$ cat src/shared/rslq_pkg.sv
// Purpose: Constants and helpers for the strength and link quality reporting block
// Assumes: 100 MHz clock, input power given as signed whole dBm
// Notes: Shared by the top module and the link quality calculator
// Overview of operation
// - Received power is expressed as a 5-bit code, 3 dB per step.
// - Code depends only on total power, never on signal type.
// - Code feeds the energy detection averaging.
// - In receive states code stays valid and refreshes every 2 us.
// - Code sits in status bits 4:0 and stays within 0 to 28.
// - Code 0 below -91 dBm; codes 1-28 are floor plus 3 dB steps.
// - Code 28 at or above -10 dBm; scale linear in dBm.
// - Status holds frame check flag bit 7, reserved 6:5; all read-only.
// - Each frame gets link quality from correlation over many symbols.
// - Link quality valid only for payloads of two octets or more.
// - Link quality is unsigned 0 to 255, higher is better.
// - Link quality is appended as one byte after the frame in the buffer.
// - Frame check flag updates with the interrupt and holds until the next.
// - Energy detection averages codes over eight symbols, 128 us.
package rslq_pkg;
    localparam int CLK_PERIOD_NS = 10;
    localparam int REFRESH_NS = 2000;
    localparam int REFRESH_CYC = REFRESH_NS / CLK_PERIOD_NS;
    localparam int ED_WINDOW_NS = 128000;
    localparam int ED_SAMPLES = 8;
    localparam int ED_SAMPLE_CYC = ED_WINDOW_NS / (CLK_PERIOD_NS * ED_SAMPLES);
    localparam int REFRESH_W = 8;
    localparam int ED_CNT_W = 11;
    localparam logic [5:0] STATUS_OFFSET = 6'h06;
    localparam int CRC_VALID_BIT = 7;
    localparam int CODE_MSB = 4;
    localparam logic [7:0] STATUS_RESET = 8'h00;
    localparam logic signed [8:0] FLOOR_DBM = -9'sd91;
    localparam logic signed [8:0] TOP_DBM = -9'sd10;
    localparam logic [8:0] STEP_DB = 9'h003;
    localparam logic [4:0] CODE_MAX = 5'h1C;
    localparam logic [6:0] LQI_MIN_LEN = 7'h02;
    localparam logic [7:0] LQI_INVALID = 8'h00;
    localparam int ED_AVG_SHIFT = 3;
    localparam logic [7:0] ED_DB_PER_CODE = 8'h03;

    // Total power only: no modulation information enters this mapping
    function automatic logic [4:0] strength_code(input logic signed [7:0] p_dbm);
        logic signed [8:0] p;
        logic [8:0] diff;
        p = 9'(p_dbm);
        diff = 9'(p - FLOOR_DBM);
        if (p < FLOOR_DBM) begin
            return 5'h00;
        end else if (p >= TOP_DBM) begin
            return CODE_MAX;
        end
        return 5'(diff / STEP_DB + 9'h001);
    endfunction
endpackage

$ cat src/shared/rslq_lqi_if.sv
// Purpose: Carrier between frame control and link quality calculator
// Assumes: One clock domain
// Notes: done is a one-cycle pulse with lqi valid alongside
`timescale 1ns/1ps
interface rslq_lqi_if;
    logic frame_start;
    logic frame_end;
    logic corr_valid;
    logic [7:0] corr;
    logic [6:0] len;
    logic done;
    logic [7:0] lqi;
    modport calc (input frame_start, frame_end, corr_valid, corr, len, output done, lqi);
    modport ctrl (output frame_start, frame_end, corr_valid, corr, len, input done, lqi);
endinterface

$ cat src/hw/rslq_lqi.sv
// Purpose: Per-frame link quality from symbol correlation results
// Assumes: frame_start precedes correlation samples of a frame
// Notes: Running average weighted 1/8 per symbol, seeded by the first symbol
`timescale 1ns/1ps
module rslq_lqi (
    input wire logic i_clock,
    input wire logic i_reset_n,
    rslq_lqi_if.calc lif
);
    typedef struct packed {
        logic [10:0] acc;
        logic [1:0] nsym;
        logic done;
        logic [7:0] lqi;
    } rslq_lqi_st_t;

    rslq_lqi_st_t st_reg;
    rslq_lqi_st_t st_next;

    always_comb begin
        st_next = st_reg;
        st_next.done = 1'b0;
        if (lif.frame_start) begin
            st_next.acc = 11'h000;
            st_next.nsym = 2'h0;
        end else if (lif.corr_valid) begin
            // Average over many symbols keeps one bad symbol from dominating
            if (st_reg.nsym == 2'h0) begin
                st_next.acc = {lif.corr, 3'h0};
            end else begin
                st_next.acc = 11'(st_reg.acc - (st_reg.acc >> 3) + 11'(lif.corr));
            end
            if (st_reg.nsym != 2'h3) begin
                st_next.nsym = 2'(st_reg.nsym + 2'h1);
            end
        end
        if (lif.frame_end) begin
            st_next.done = 1'b1;
            if (lif.len >= rslq_pkg::LQI_MIN_LEN) begin
                st_next.lqi = st_reg.acc[10:3];
            end else begin
                st_next.lqi = rslq_pkg::LQI_INVALID;
            end
        end
    end

    always_ff @(posedge i_clock) begin
        if (!i_reset_n) begin
            st_reg <= '0;
        end else begin
            st_reg <= st_next;
        end
    end

    assign lif.done = st_reg.done;
    assign lif.lqi = st_reg.lqi;

    a_lqi_short: assert property (@(posedge i_clock) disable iff (!i_reset_n)
        (lif.frame_end && lif.len < rslq_pkg::LQI_MIN_LEN) |=> (lif.done && lif.lqi == 8'h00))
        else $error("short frame produced nonzero link quality");
    a_lqi_track: assert property (@(posedge i_clock) disable iff (!i_reset_n)
        (lif.frame_start ##1 (lif.corr_valid && !lif.frame_start && !lif.frame_end))
        |=> st_reg.acc == {$past(lif.corr), 3'h0})
        else $error("first symbol did not seed the average");
endmodule // rslq_lqi

$ cat src/hw/rslq_top.sv
// Purpose: Strength code status register, energy averaging, link quality append
// Assumes: Frame and correlation strobes come from the demodulator
// Notes: Status register is read-only; writes to it do not exist on this port
`timescale 1ns/1ps
module rslq_top (
    input wire logic I_CLOCK,
    input wire logic I_RESET_N,
    input wire logic I_RX_STATE,
    input wire logic signed [7:0] I_POWER_DBM,
    input wire logic I_ED_START,
    input wire logic I_FRAME_START,
    input wire logic I_CORR_VALID,
    input wire logic [7:0] I_CORR_VALUE,
    input wire logic I_FRAME_END,
    input wire logic I_FCS_OK,
    input wire logic [6:0] I_PSDU_LEN,
    input wire logic I_REG_RD,
    input wire logic [5:0] I_REG_ADDR,
    output logic [7:0] O_REG_RDATA,
    output logic O_REG_RVALID,
    output logic [7:0] O_ED_LEVEL,
    output logic O_ED_DONE,
    output logic O_FB_WE,
    output logic [6:0] O_FB_ADDR,
    output logic [7:0] O_FB_WDATA,
    output logic O_FRAME_DONE_IRQ
);
    typedef enum logic [1:0] {
        FS_IDLE,
        FS_WAIT,
        FS_WRITE
    } rslq_fstate_t;

    typedef struct packed {
        logic [rslq_pkg::REFRESH_W-1:0] refresh_cnt;
        logic [4:0] code;
        logic crc_valid;
        logic ed_busy;
        logic [rslq_pkg::ED_CNT_W-1:0] ed_cnt;
        logic [2:0] ed_idx;
        logic [7:0] ed_sum;
        logic [7:0] ed_level;
        logic ed_done;
        rslq_fstate_t fstate;
        logic [6:0] len;
        logic fcs_ok;
        logic fb_we;
        logic [6:0] fb_addr;
        logic [7:0] fb_wdata;
        logic irq;
        logic [7:0] rdata;
        logic rvalid;
    } rslq_st_t;

    localparam logic [rslq_pkg::REFRESH_W-1:0] REFRESH_LAST =
        rslq_pkg::REFRESH_W'(rslq_pkg::REFRESH_CYC - 1);
    localparam logic [rslq_pkg::ED_CNT_W-1:0] ED_LAST =
        rslq_pkg::ED_CNT_W'(rslq_pkg::ED_SAMPLE_CYC - 1);

    rslq_st_t st_reg;
    rslq_st_t st_next;
    rslq_lqi_if lif ();
    logic refresh_tick;
    logic [7:0] status_word;

    rslq_lqi u_lqi (
        .i_clock(I_CLOCK),
        .i_reset_n(I_RESET_N),
        .lif(lif)
    );

    assign lif.frame_start = I_FRAME_START;
    assign lif.frame_end = I_FRAME_END;
    assign lif.corr_valid = I_CORR_VALID;
    assign lif.corr = I_CORR_VALUE;
    assign lif.len = I_PSDU_LEN;

    assign refresh_tick = I_RX_STATE && (st_reg.refresh_cnt == REFRESH_LAST);
    // Reserved bits 6:5 forced to zero
    assign status_word = {st_reg.crc_valid, 2'b00, st_reg.code};

    always_comb begin
        st_next = st_reg;
        st_next.ed_done = 1'b0;
        st_next.fb_we = 1'b0;
        st_next.irq = 1'b0;
        st_next.rvalid = 1'b0;

        // Code is held outside receive states; only refreshed while receiving
        if (!I_RX_STATE) begin
            st_next.refresh_cnt = '0;
        end else if (refresh_tick) begin
            st_next.refresh_cnt = '0;
            st_next.code = rslq_pkg::strength_code(I_POWER_DBM);
        end else begin
            st_next.refresh_cnt = rslq_pkg::REFRESH_W'(st_reg.refresh_cnt + 1'b1);
        end

        // Eight code samples, one per symbol, averaged and scaled to dB
        if (!I_RX_STATE) begin
            st_next.ed_busy = 1'b0;
            st_next.ed_level = 8'h00;
        end else if (I_ED_START) begin
            st_next.ed_busy = 1'b1;
            st_next.ed_cnt = '0;
            st_next.ed_idx = 3'h0;
            st_next.ed_sum = 8'h00;
        end else if (st_reg.ed_busy) begin
            if (st_reg.ed_cnt == ED_LAST) begin
                st_next.ed_cnt = '0;
                st_next.ed_sum = 8'(st_reg.ed_sum + 8'(st_reg.code));
                st_next.ed_idx = 3'(st_reg.ed_idx + 3'h1);
                if (st_reg.ed_idx == 3'(rslq_pkg::ED_SAMPLES - 1)) begin
                    st_next.ed_busy = 1'b0;
                    // Result and done pulse leave on the edge that sums the eighth sample
                    st_next.ed_done = 1'b1;
                    st_next.ed_level = 8'((st_next.ed_sum >> rslq_pkg::ED_AVG_SHIFT) *
                        rslq_pkg::ED_DB_PER_CODE);
                end
            end else begin
                st_next.ed_cnt = rslq_pkg::ED_CNT_W'(st_reg.ed_cnt + 1'b1);
            end
        end

        case (st_reg.fstate)
            FS_IDLE: begin
                if (I_FRAME_END) begin
                    st_next.len = I_PSDU_LEN;
                    st_next.fcs_ok = I_FCS_OK;
                    st_next.fstate = FS_WAIT;
                end
            end
            FS_WAIT: begin
                if (lif.done) begin
                    st_next.fb_we = 1'b1;
                    st_next.fb_addr = st_reg.len;
                    st_next.fb_wdata = lif.lqi;
                    st_next.fstate = FS_WRITE;
                end
            end
            FS_WRITE: begin
                // Interrupt follows the buffer write so the byte is already there
                st_next.irq = 1'b1;
                st_next.crc_valid = st_reg.fcs_ok;
                st_next.fstate = FS_IDLE;
            end
            default: begin
                st_next.fstate = FS_IDLE;
            end
        endcase

        if (I_REG_RD) begin
            st_next.rvalid = 1'b1;
            st_next.rdata = (I_REG_ADDR == rslq_pkg::STATUS_OFFSET) ? status_word : 8'h00;
        end
    end

    always_ff @(posedge I_CLOCK) begin
        if (!I_RESET_N) begin
            st_reg <= '0;
        end else begin
            st_reg <= st_next;
        end
    end

    assign O_REG_RDATA = st_reg.rdata;
    assign O_REG_RVALID = st_reg.rvalid;
    assign O_ED_LEVEL = st_reg.ed_level;
    assign O_ED_DONE = st_reg.ed_done;
    assign O_FB_WE = st_reg.fb_we;
    assign O_FB_ADDR = st_reg.fb_addr;
    assign O_FB_WDATA = st_reg.fb_wdata;
    assign O_FRAME_DONE_IRQ = st_reg.irq;

    // Helper: cycles since the previous refresh
    logic [rslq_pkg::REFRESH_W-1:0] gap_cnt;
    always_ff @(posedge I_CLOCK) begin
        if (!I_RESET_N || !I_RX_STATE || refresh_tick) begin
            gap_cnt <= '0;
        end else begin
            gap_cnt <= rslq_pkg::REFRESH_W'(gap_cnt + 1'b1);
        end
    end

    a_code_range: assert property (@(posedge I_CLOCK) disable iff (!I_RESET_N)
        st_reg.code <= 5'h1C)
        else $error("strength code above 28");
    a_code_floor: assert property (@(posedge I_CLOCK) disable iff (!I_RESET_N)
        (refresh_tick && I_POWER_DBM < -8'sd91) |=> st_reg.code == 5'h00)
        else $error("power below floor not coded zero");
    a_code_top: assert property (@(posedge I_CLOCK) disable iff (!I_RESET_N)
        (refresh_tick && I_POWER_DBM >= -8'sd10) |=> st_reg.code == 5'h1C)
        else $error("power at top not coded 28");
    a_code_step: assert property (@(posedge I_CLOCK) disable iff (!I_RESET_N)
        (refresh_tick && I_POWER_DBM == -8'sd88) |=> st_reg.code == 5'h02)
        else $error("3 dB step mapping wrong");
    a_refresh_gap: assert property (@(posedge I_CLOCK) disable iff (!I_RESET_N)
        (refresh_tick && $past(I_RX_STATE)) |-> gap_cnt == 8'd199)
        else $error("strength refresh period not 2 us");
    a_status_read: assert property (@(posedge I_CLOCK) disable iff (!I_RESET_N)
        (I_REG_RD && I_REG_ADDR == 6'h06) |=>
        (O_REG_RVALID && O_REG_RDATA[6:5] == 2'b00 && O_REG_RDATA[4:0] == $past(st_reg.code)))
        else $error("status read data wrong");
    a_crc_hold: assert property (@(posedge I_CLOCK) disable iff (!I_RESET_N)
        !O_FRAME_DONE_IRQ |-> $stable(st_reg.crc_valid))
        else $error("frame check flag changed without interrupt");
    a_lqi_append: assert property (@(posedge I_CLOCK) disable iff (!I_RESET_N)
        (st_reg.fstate == FS_IDLE && I_FRAME_END) ##1 (lif.done && !I_FRAME_END)
        |=> (O_FB_WE && O_FB_ADDR == $past(st_reg.len)) ##1 O_FRAME_DONE_IRQ)
        else $error("link quality byte not appended before interrupt");
    a_ed_range: assert property (@(posedge I_CLOCK) disable iff (!I_RESET_N)
        O_ED_LEVEL <= 8'd84)
        else $error("energy level above 84");

    c_refresh: cover property (@(posedge I_CLOCK) disable iff (!I_RESET_N) refresh_tick);
    c_frame_irq: cover property (@(posedge I_CLOCK) disable iff (!I_RESET_N)
        O_FRAME_DONE_IRQ && st_reg.crc_valid);
    c_ed_done: cover property (@(posedge I_CLOCK) disable iff (!I_RESET_N) O_ED_DONE);
endmodule // rslq_top

$ cat config.mk
export PLATFORM = sky130hd
export DESIGN_NAME = rslq_top
export DESIGN_NICKNAME = d
export VERILOG_FILES = /design/src/shared/rslq_pkg.sv /design/src/shared/rslq_lqi_if.sv /design/src/hw/rslq_lqi.sv /design/src/hw/rslq_top.sv
export SDC_FILE = /design/constraint.sdc
export NUM_CORES = 1
export LEC_CHECK = 0
export BUFFER_PORTS_ARGS = -buffer_cell sky130_fd_sc_hd__buf_2
export CORE_ASPECT_RATIO = 1.4
export CORE_MARGIN = 5
export CORE_UTILIZATION = 50
export CTS_CLUSTER_SIZE = 30
export DETAILED_ROUTE_END_ITERATION = 7
export PLACE_DENSITY = 0.73
export SETUP_SLACK_MARGIN = 0.15
export SLEW_MARGIN = 20
export SYNTH_ARGS = -nofsm -noshare
export SYNTH_HDL_FRONTEND = slang
export SYNTH_SLANG_ARGS = --single-unit
$ cat constraint.sdc
create_clock -name I_CLOCK -period 6.2 [get_ports I_CLOCK]
set_input_delay 1.24 -clock I_CLOCK [delete_from_list [all_inputs] [get_ports I_CLOCK]]
set_output_delay 1.24 -clock I_CLOCK [all_outputs]
set_load 0.05 [all_outputs]
After elaboration in Yosys (flattened, before gate mapping)
Cells that the tools add are included.

operators by class
  reduce and logical (&&, ||, !) cells = 18
  bitwise operators = 5
  multiplexer cells = 24
  equality and inequality tests = 9
  $mul = 1
  add/subtract/negate cells = 9
  div/mod/pow operators = 1
  order comparisons = 3
  shifts and indexed selects = 0

operators with widths
  cell                   number
  $mux 32                1
  $mux 23                1
  $mux 11                2
  $mux 20                1
  $mux 9                 2
  $mux 16                1
  $mux 8                 2
  $reduce_and 2->1       8
  $mux 5                 3
  $add 11x1->11 const B  1
  $add 11x8->11          1
  $eq 11x11->1 const B   1
  $sub 11x8->11          1
  $mux 10                1
  $div 9x2->9 const B    1
  $sub 8x8->9 const B    1
  $add 8x1->8 const B    1
  $add 8x5->8            1
  $eq 8x8->1 const B     1
  $ge 8x5->1 const B     1
  $lt 8x8->1 const B     1
  $mux 1                 8
  $ge 7x2->1 const B     1
  $mul 5x2->7 const B    1
  20 further kinds       27

storage, ports and cells
  output and inout bits = 35
  RAM bits = 0
  memories = 0
  bits in registers = 104
  logic and storage cells = 92
  input port bits = 38
  bits in latches = 0
  memory bits (read-only) = 0

Longest topological paths before layout
  depth in word-level cells = 6
  depth in mapped cells = 29
  gate-level depth less buffers = 26

Cells and area by module
Synthesis repeated with hierarchy kept, for this count alone.

unflattened totals
  cell total of the unflattened synthesis = 838
  area total of the unflattened synthesis = 6792.8 um^2

by module, submodules not included
  module    cells an instance  area an instance (um^2)  seq. area each (um^2)  times used
  rslq_top  619                5022.3                   1581.5                 1
  rslq_lqi  219                1770.4                   440.4                  1

Least setup slack after synthesis
OpenSTA, ideal clock, no wires.

  kind = in2reg
  start = input port I_POWER_DBM[0]
  end = register st_reg[71] (netlist name)
  cell stages on the path = 25
  setup time = 116 ps
  data required time = 6084 ps
  setup slack = -8 ps
  buffers on the path = 3
  arrival time = 6092 ps
  cells stage by stage = inv_1 -> ha_1 -> nor2b_4 -> buf_6 -> o21a_1 -> buf_6 -> nor3b_1 -> ha_1 -> clkbuf_1 -> nand3b_1 -> mux2_4 -> and4_4 -> o311ai_4 -> o211ai_4 -> nor3b_1 -> or3_1 -> or3_1 -> nand2b_4 -> mux2_4 -> a211o_1 -> nand2b_1 -> ha_1 -> xor2_1 -> a21oi_1 -> nor2_1

between the ends
  cells in the longest elaborated chain, start to end = 6
  elaborated cells on any way between the ends = 11
  those cells by class = add/sub (2); div (1); order compare (2); mux (6)

ends and longest elaborated chain
  element                                                              RTL line         source
  start: declaration                                                   rslq_top.sv:9    input wire logic signed [7:0] I_POWER_DBM,
  parallel branches: the longest is 5 deep, another holds $sub 8x8->9  n/a
  $mux 5 *                                                             rslq_pkg.sv:52   return 5'(diff / STEP_DB + 9'h001);
  end signal: assignment                                               rslq_top.sv:162  st_reg <= st_next;
  end: declaration                                                     rslq_top.sv:60   rslq_st_t st_reg;

Mark *: on every way between the ends. The select of a mux whose other input is x is not followed.
A chain may end at the register's enable or synchronous reset.

Worst setup path in the final report
  start = input port I_POWER_DBM[1]
  end = register st_reg[71] (netlist name)

The elaborated chain is that of the path after synthesis.

==> results.yml <==
status:
  outcome: "complete, no violations"
clock_network:
  insertion_delay_ps: 350
  holdBufCountCts: 0
  htreeDepth: 3
  path_clk_slew_ps: 80
  cts_num_sinks: 101
  clockRootBuffer: "clkbuf_16"
  cts_tree: "built"
  cts_buffers: 9
  cts_buffer_depth: 2
critical_path:
  crit_top_cell: "or3_1"
  arrival_ps: 6030
  crit_family: "simple AND/OR/NAND/NOR gates"
  critical_path.endpoint_type: "flop"
  critical_path_class: "primary input to flop"
  slowest_delay_ps: 390
  r2r_start: "u_lqi.st_reg[15]$_SDFFE_PP0P_"
  path_cells: "buf_2 > inv_1 > ha_2 > nor2b_4 > o21a_1 > nor3b_2 > ha_2 > buf_4 > or3_1 > mux2i_1 > nor4_1 > o21ai_0 > and3_1 > a211oi_1 > or3_1 > or3_1 > nand2b_4 > mux2_4 > a211o_1 > nand2b_1 > ha_1 > xor2_1 > a21oi_1 > nor2_1"
  slowest_stage: "or3_1"
  critPathLaunchType: "primary input"
  required_ps: 6440
  cp_max_fo: 7
  cp_num_buf_inv: 3
  startpoint: "I_POWER_DBM[1]"
logic_synthesis:
  syn_area_per_cell_um2: 7.949
  ys_seq_area_share_pct: 30.95
  synth_top_cell_by_area: "dfxtp_1"
  synth_area_leaders: "dfxtp_1 31%, ha_1 6.5%, a21oi_1 5.6%"
  yosysTopAreaCellShare_pct: 30.95
  ys.flop_type: "dfxtp_1"
  synth_edf_count: 0
  netlist_area_mm2: 0.006534
  synth_cell_type_count: 77
  synth_cells: 822
  ys.warnings.count: 0
  ys_ff_latch: 101
  async_reset_ff_share_pct: 0
finish:
  largest_reg_flops: 47
  drive_above_1_share_pct: 15.93
  fillers: 1207
  num-nets-final: 957
  num_antenna_cells: 0
  synthToLayoutAreaGrowth_pct: 10.93
timing:
  fin_tns_setup_ps: 0
  rsz0062_at_grt: "false"
  skew_ps: 7.821
  finalCriticalPeriod_ps: 5794
  max_freq_mhz: 172.6
  drv_slew: 0
  setup_violations: 0
  worstMarginPinSlew_ps: 862.3
  max_slew_margin_pct: 42.07
  hold_violations: 0
  min_period_over_period_pct: 93.45
die:
  dieArea_mm2: 0.01549
  core_area_mm2: 0.01281
  die_w_um: 106.6
  die_h_um: 145.3
  io_pins: 73
  num_rows: 49
  start_util_pct: 50.99
drt:
  vias: 5686
  drt_iter0_markers: 274
  vias_per_cell: 5.510
  routed_wl_um: 14710
  wire_per_inst_um: 14.25
  drtAntennaViolNets: 0
  first_pass_iters: 5
  route.detailed.drc: 0
power:
  p_leak_uw: 0.003101
  ir_worst_vdd_mv: 0.1198
  power.density_mw_per_mm2: 226.1
  power.total_uw: 1639
global_route:
  antenna_found_initial: 0
  grt_overflow_total: 0
  grt_pass1_vias: 5447
  grt_max_degree: 32
  gr-usage-all-layers_pct: 18.94
  grt_pass1_wl_um: 24570
place:
  gp_congestion: 0.9347
  port-buffer-count: 69
  dp_hpwl_um: 11240
job:
  maxCapViolations: 0
min_path:
  hp-start: "st_reg[74]$_SDFF_PP0_"
  hold_path_class: "flop to flop"
cells in the mapped netlist (all sizes together) (16+ instances only):
cell type,n
xnor2,25
nand2b,24
inv,62
dfxtp,101
a21oi,73
buf,39
mux2i,16
nand2,77
nor2,92
ha,34
o21ai,33
clkbuf,23
xor2,17
nand3,47
per-layer routing:
| layer | up-vias | track usage (%) | wire length, um |
|---|---|---|---|
| met2 | 120 | 34.65 | 7722 |
| li1 | 2899 | - | - |
| met5 | - | 0 | 0 |
| met3 | 17 | 3.289 | 532 |
| met1 | 2650 | 22.02 | 6247 |
| met4 | 0 | 6.206 | 206 |
cell families (layout without fill, tap and decap cells):
| logic type | after synthesis | after routing | share of synthesized area [%] |
|---|---|---|---|
| buf+inv | 124 | 179 | 9.402 |
| flops | 101 | 101 | 30.95 |
| fa+ha+maj | 44 | 44 | 9.575 |
| compound gates | 186 | 186 | 18.40 |
| mux | 19 | 19 | 3.083 |
| simple gates | 305 | 305 | 22.90 |
| xor+xnor | 42 | 42 | 5.630 |
| other cells | 1 | 3 | 0.05739 |
timing repair:
item                                    4_1_cts  5_1_grt
gates resized for setup                       0        6
setup buffers                                 0        1
endpoints found under the setup margin        0        3
power by group:
| group | switching, uW | internal (uW) |
|---|---|---|
| Combinational | 244 | 188 |
| Sequential | 9.20 | 659 |
| Clock | 260 | 279 |
per-stage QoR:
stage / utilization [%] / hold WS [ps] / area [um^2] / instances / worst slack [ps]
final: 56.57 / 445.9 / 7248 / 1032 / 405.8
after global routing: 56.57 / 473.5 / 7248 / 1032 / 126.5
after CTS: 56.35 / 450.4 / 7221 / 1031 / 465.6
after detailed placement: 54.15 / 439.6 / 6939 / 1016 / 107.3
after global placement: 54.15 / 427.9 / 6939 / 1016 / 190.2
after floorplan: - / 413.2 / 6548 / 824 / 150.4
final timing paths:
check | end | slack [ps] | cells past startpoint
max | st_reg[71]$_SDFFE_PN0P_ | 410 | 24
max reg2reg | u_lqi.st_reg[21]$_SDFFE_PP0P_ | 2850 | 16
min reg2reg | st_reg[74]$_SDFF_PP0_ | 450 | 1
min | st_reg[74]$_SDFF_PP0_ | 450 | 1
area by class of cell:
| cell class | count | area, um^2 | area share, % |
|---|---|---|---|
| Multi-Input combinational cell | 599 | 3928 | 54.19 |
| Sequential cell | 101 | 2022 | 27.90 |
| Timing Repair Buffer | 102 | 593.1 | 8.182 |
| Inverter | 62 | 232.7 | 3.211 |
| Clock buffer | 9 | 225.2 | 3.107 |
| Tap cell | 153 | 191.4 | 2.641 |
| Clock inverter | 6 | 56.30 | 0.7768 |
placed cells by master, fill, tap and decap left out, drive strengths merged, types with 5 or more instances in the layout:
cell    instances
buf           102
dfxtp         101
nor2           92
nand2          77
a21oi          73
inv            65
nand3          47
ha             34
o21ai          33
xnor2          25
nand2b         24
xor2           17
mux2i          16
o211ai         13
nor3           11
o21bai         10
fa             10
clkbuf          9
and3            8
a21o            7
o21a            7
nand4b          6
nor4            6
or2             6
nand4           5
a211oi          5
Power figures use the tool's default switching activity.
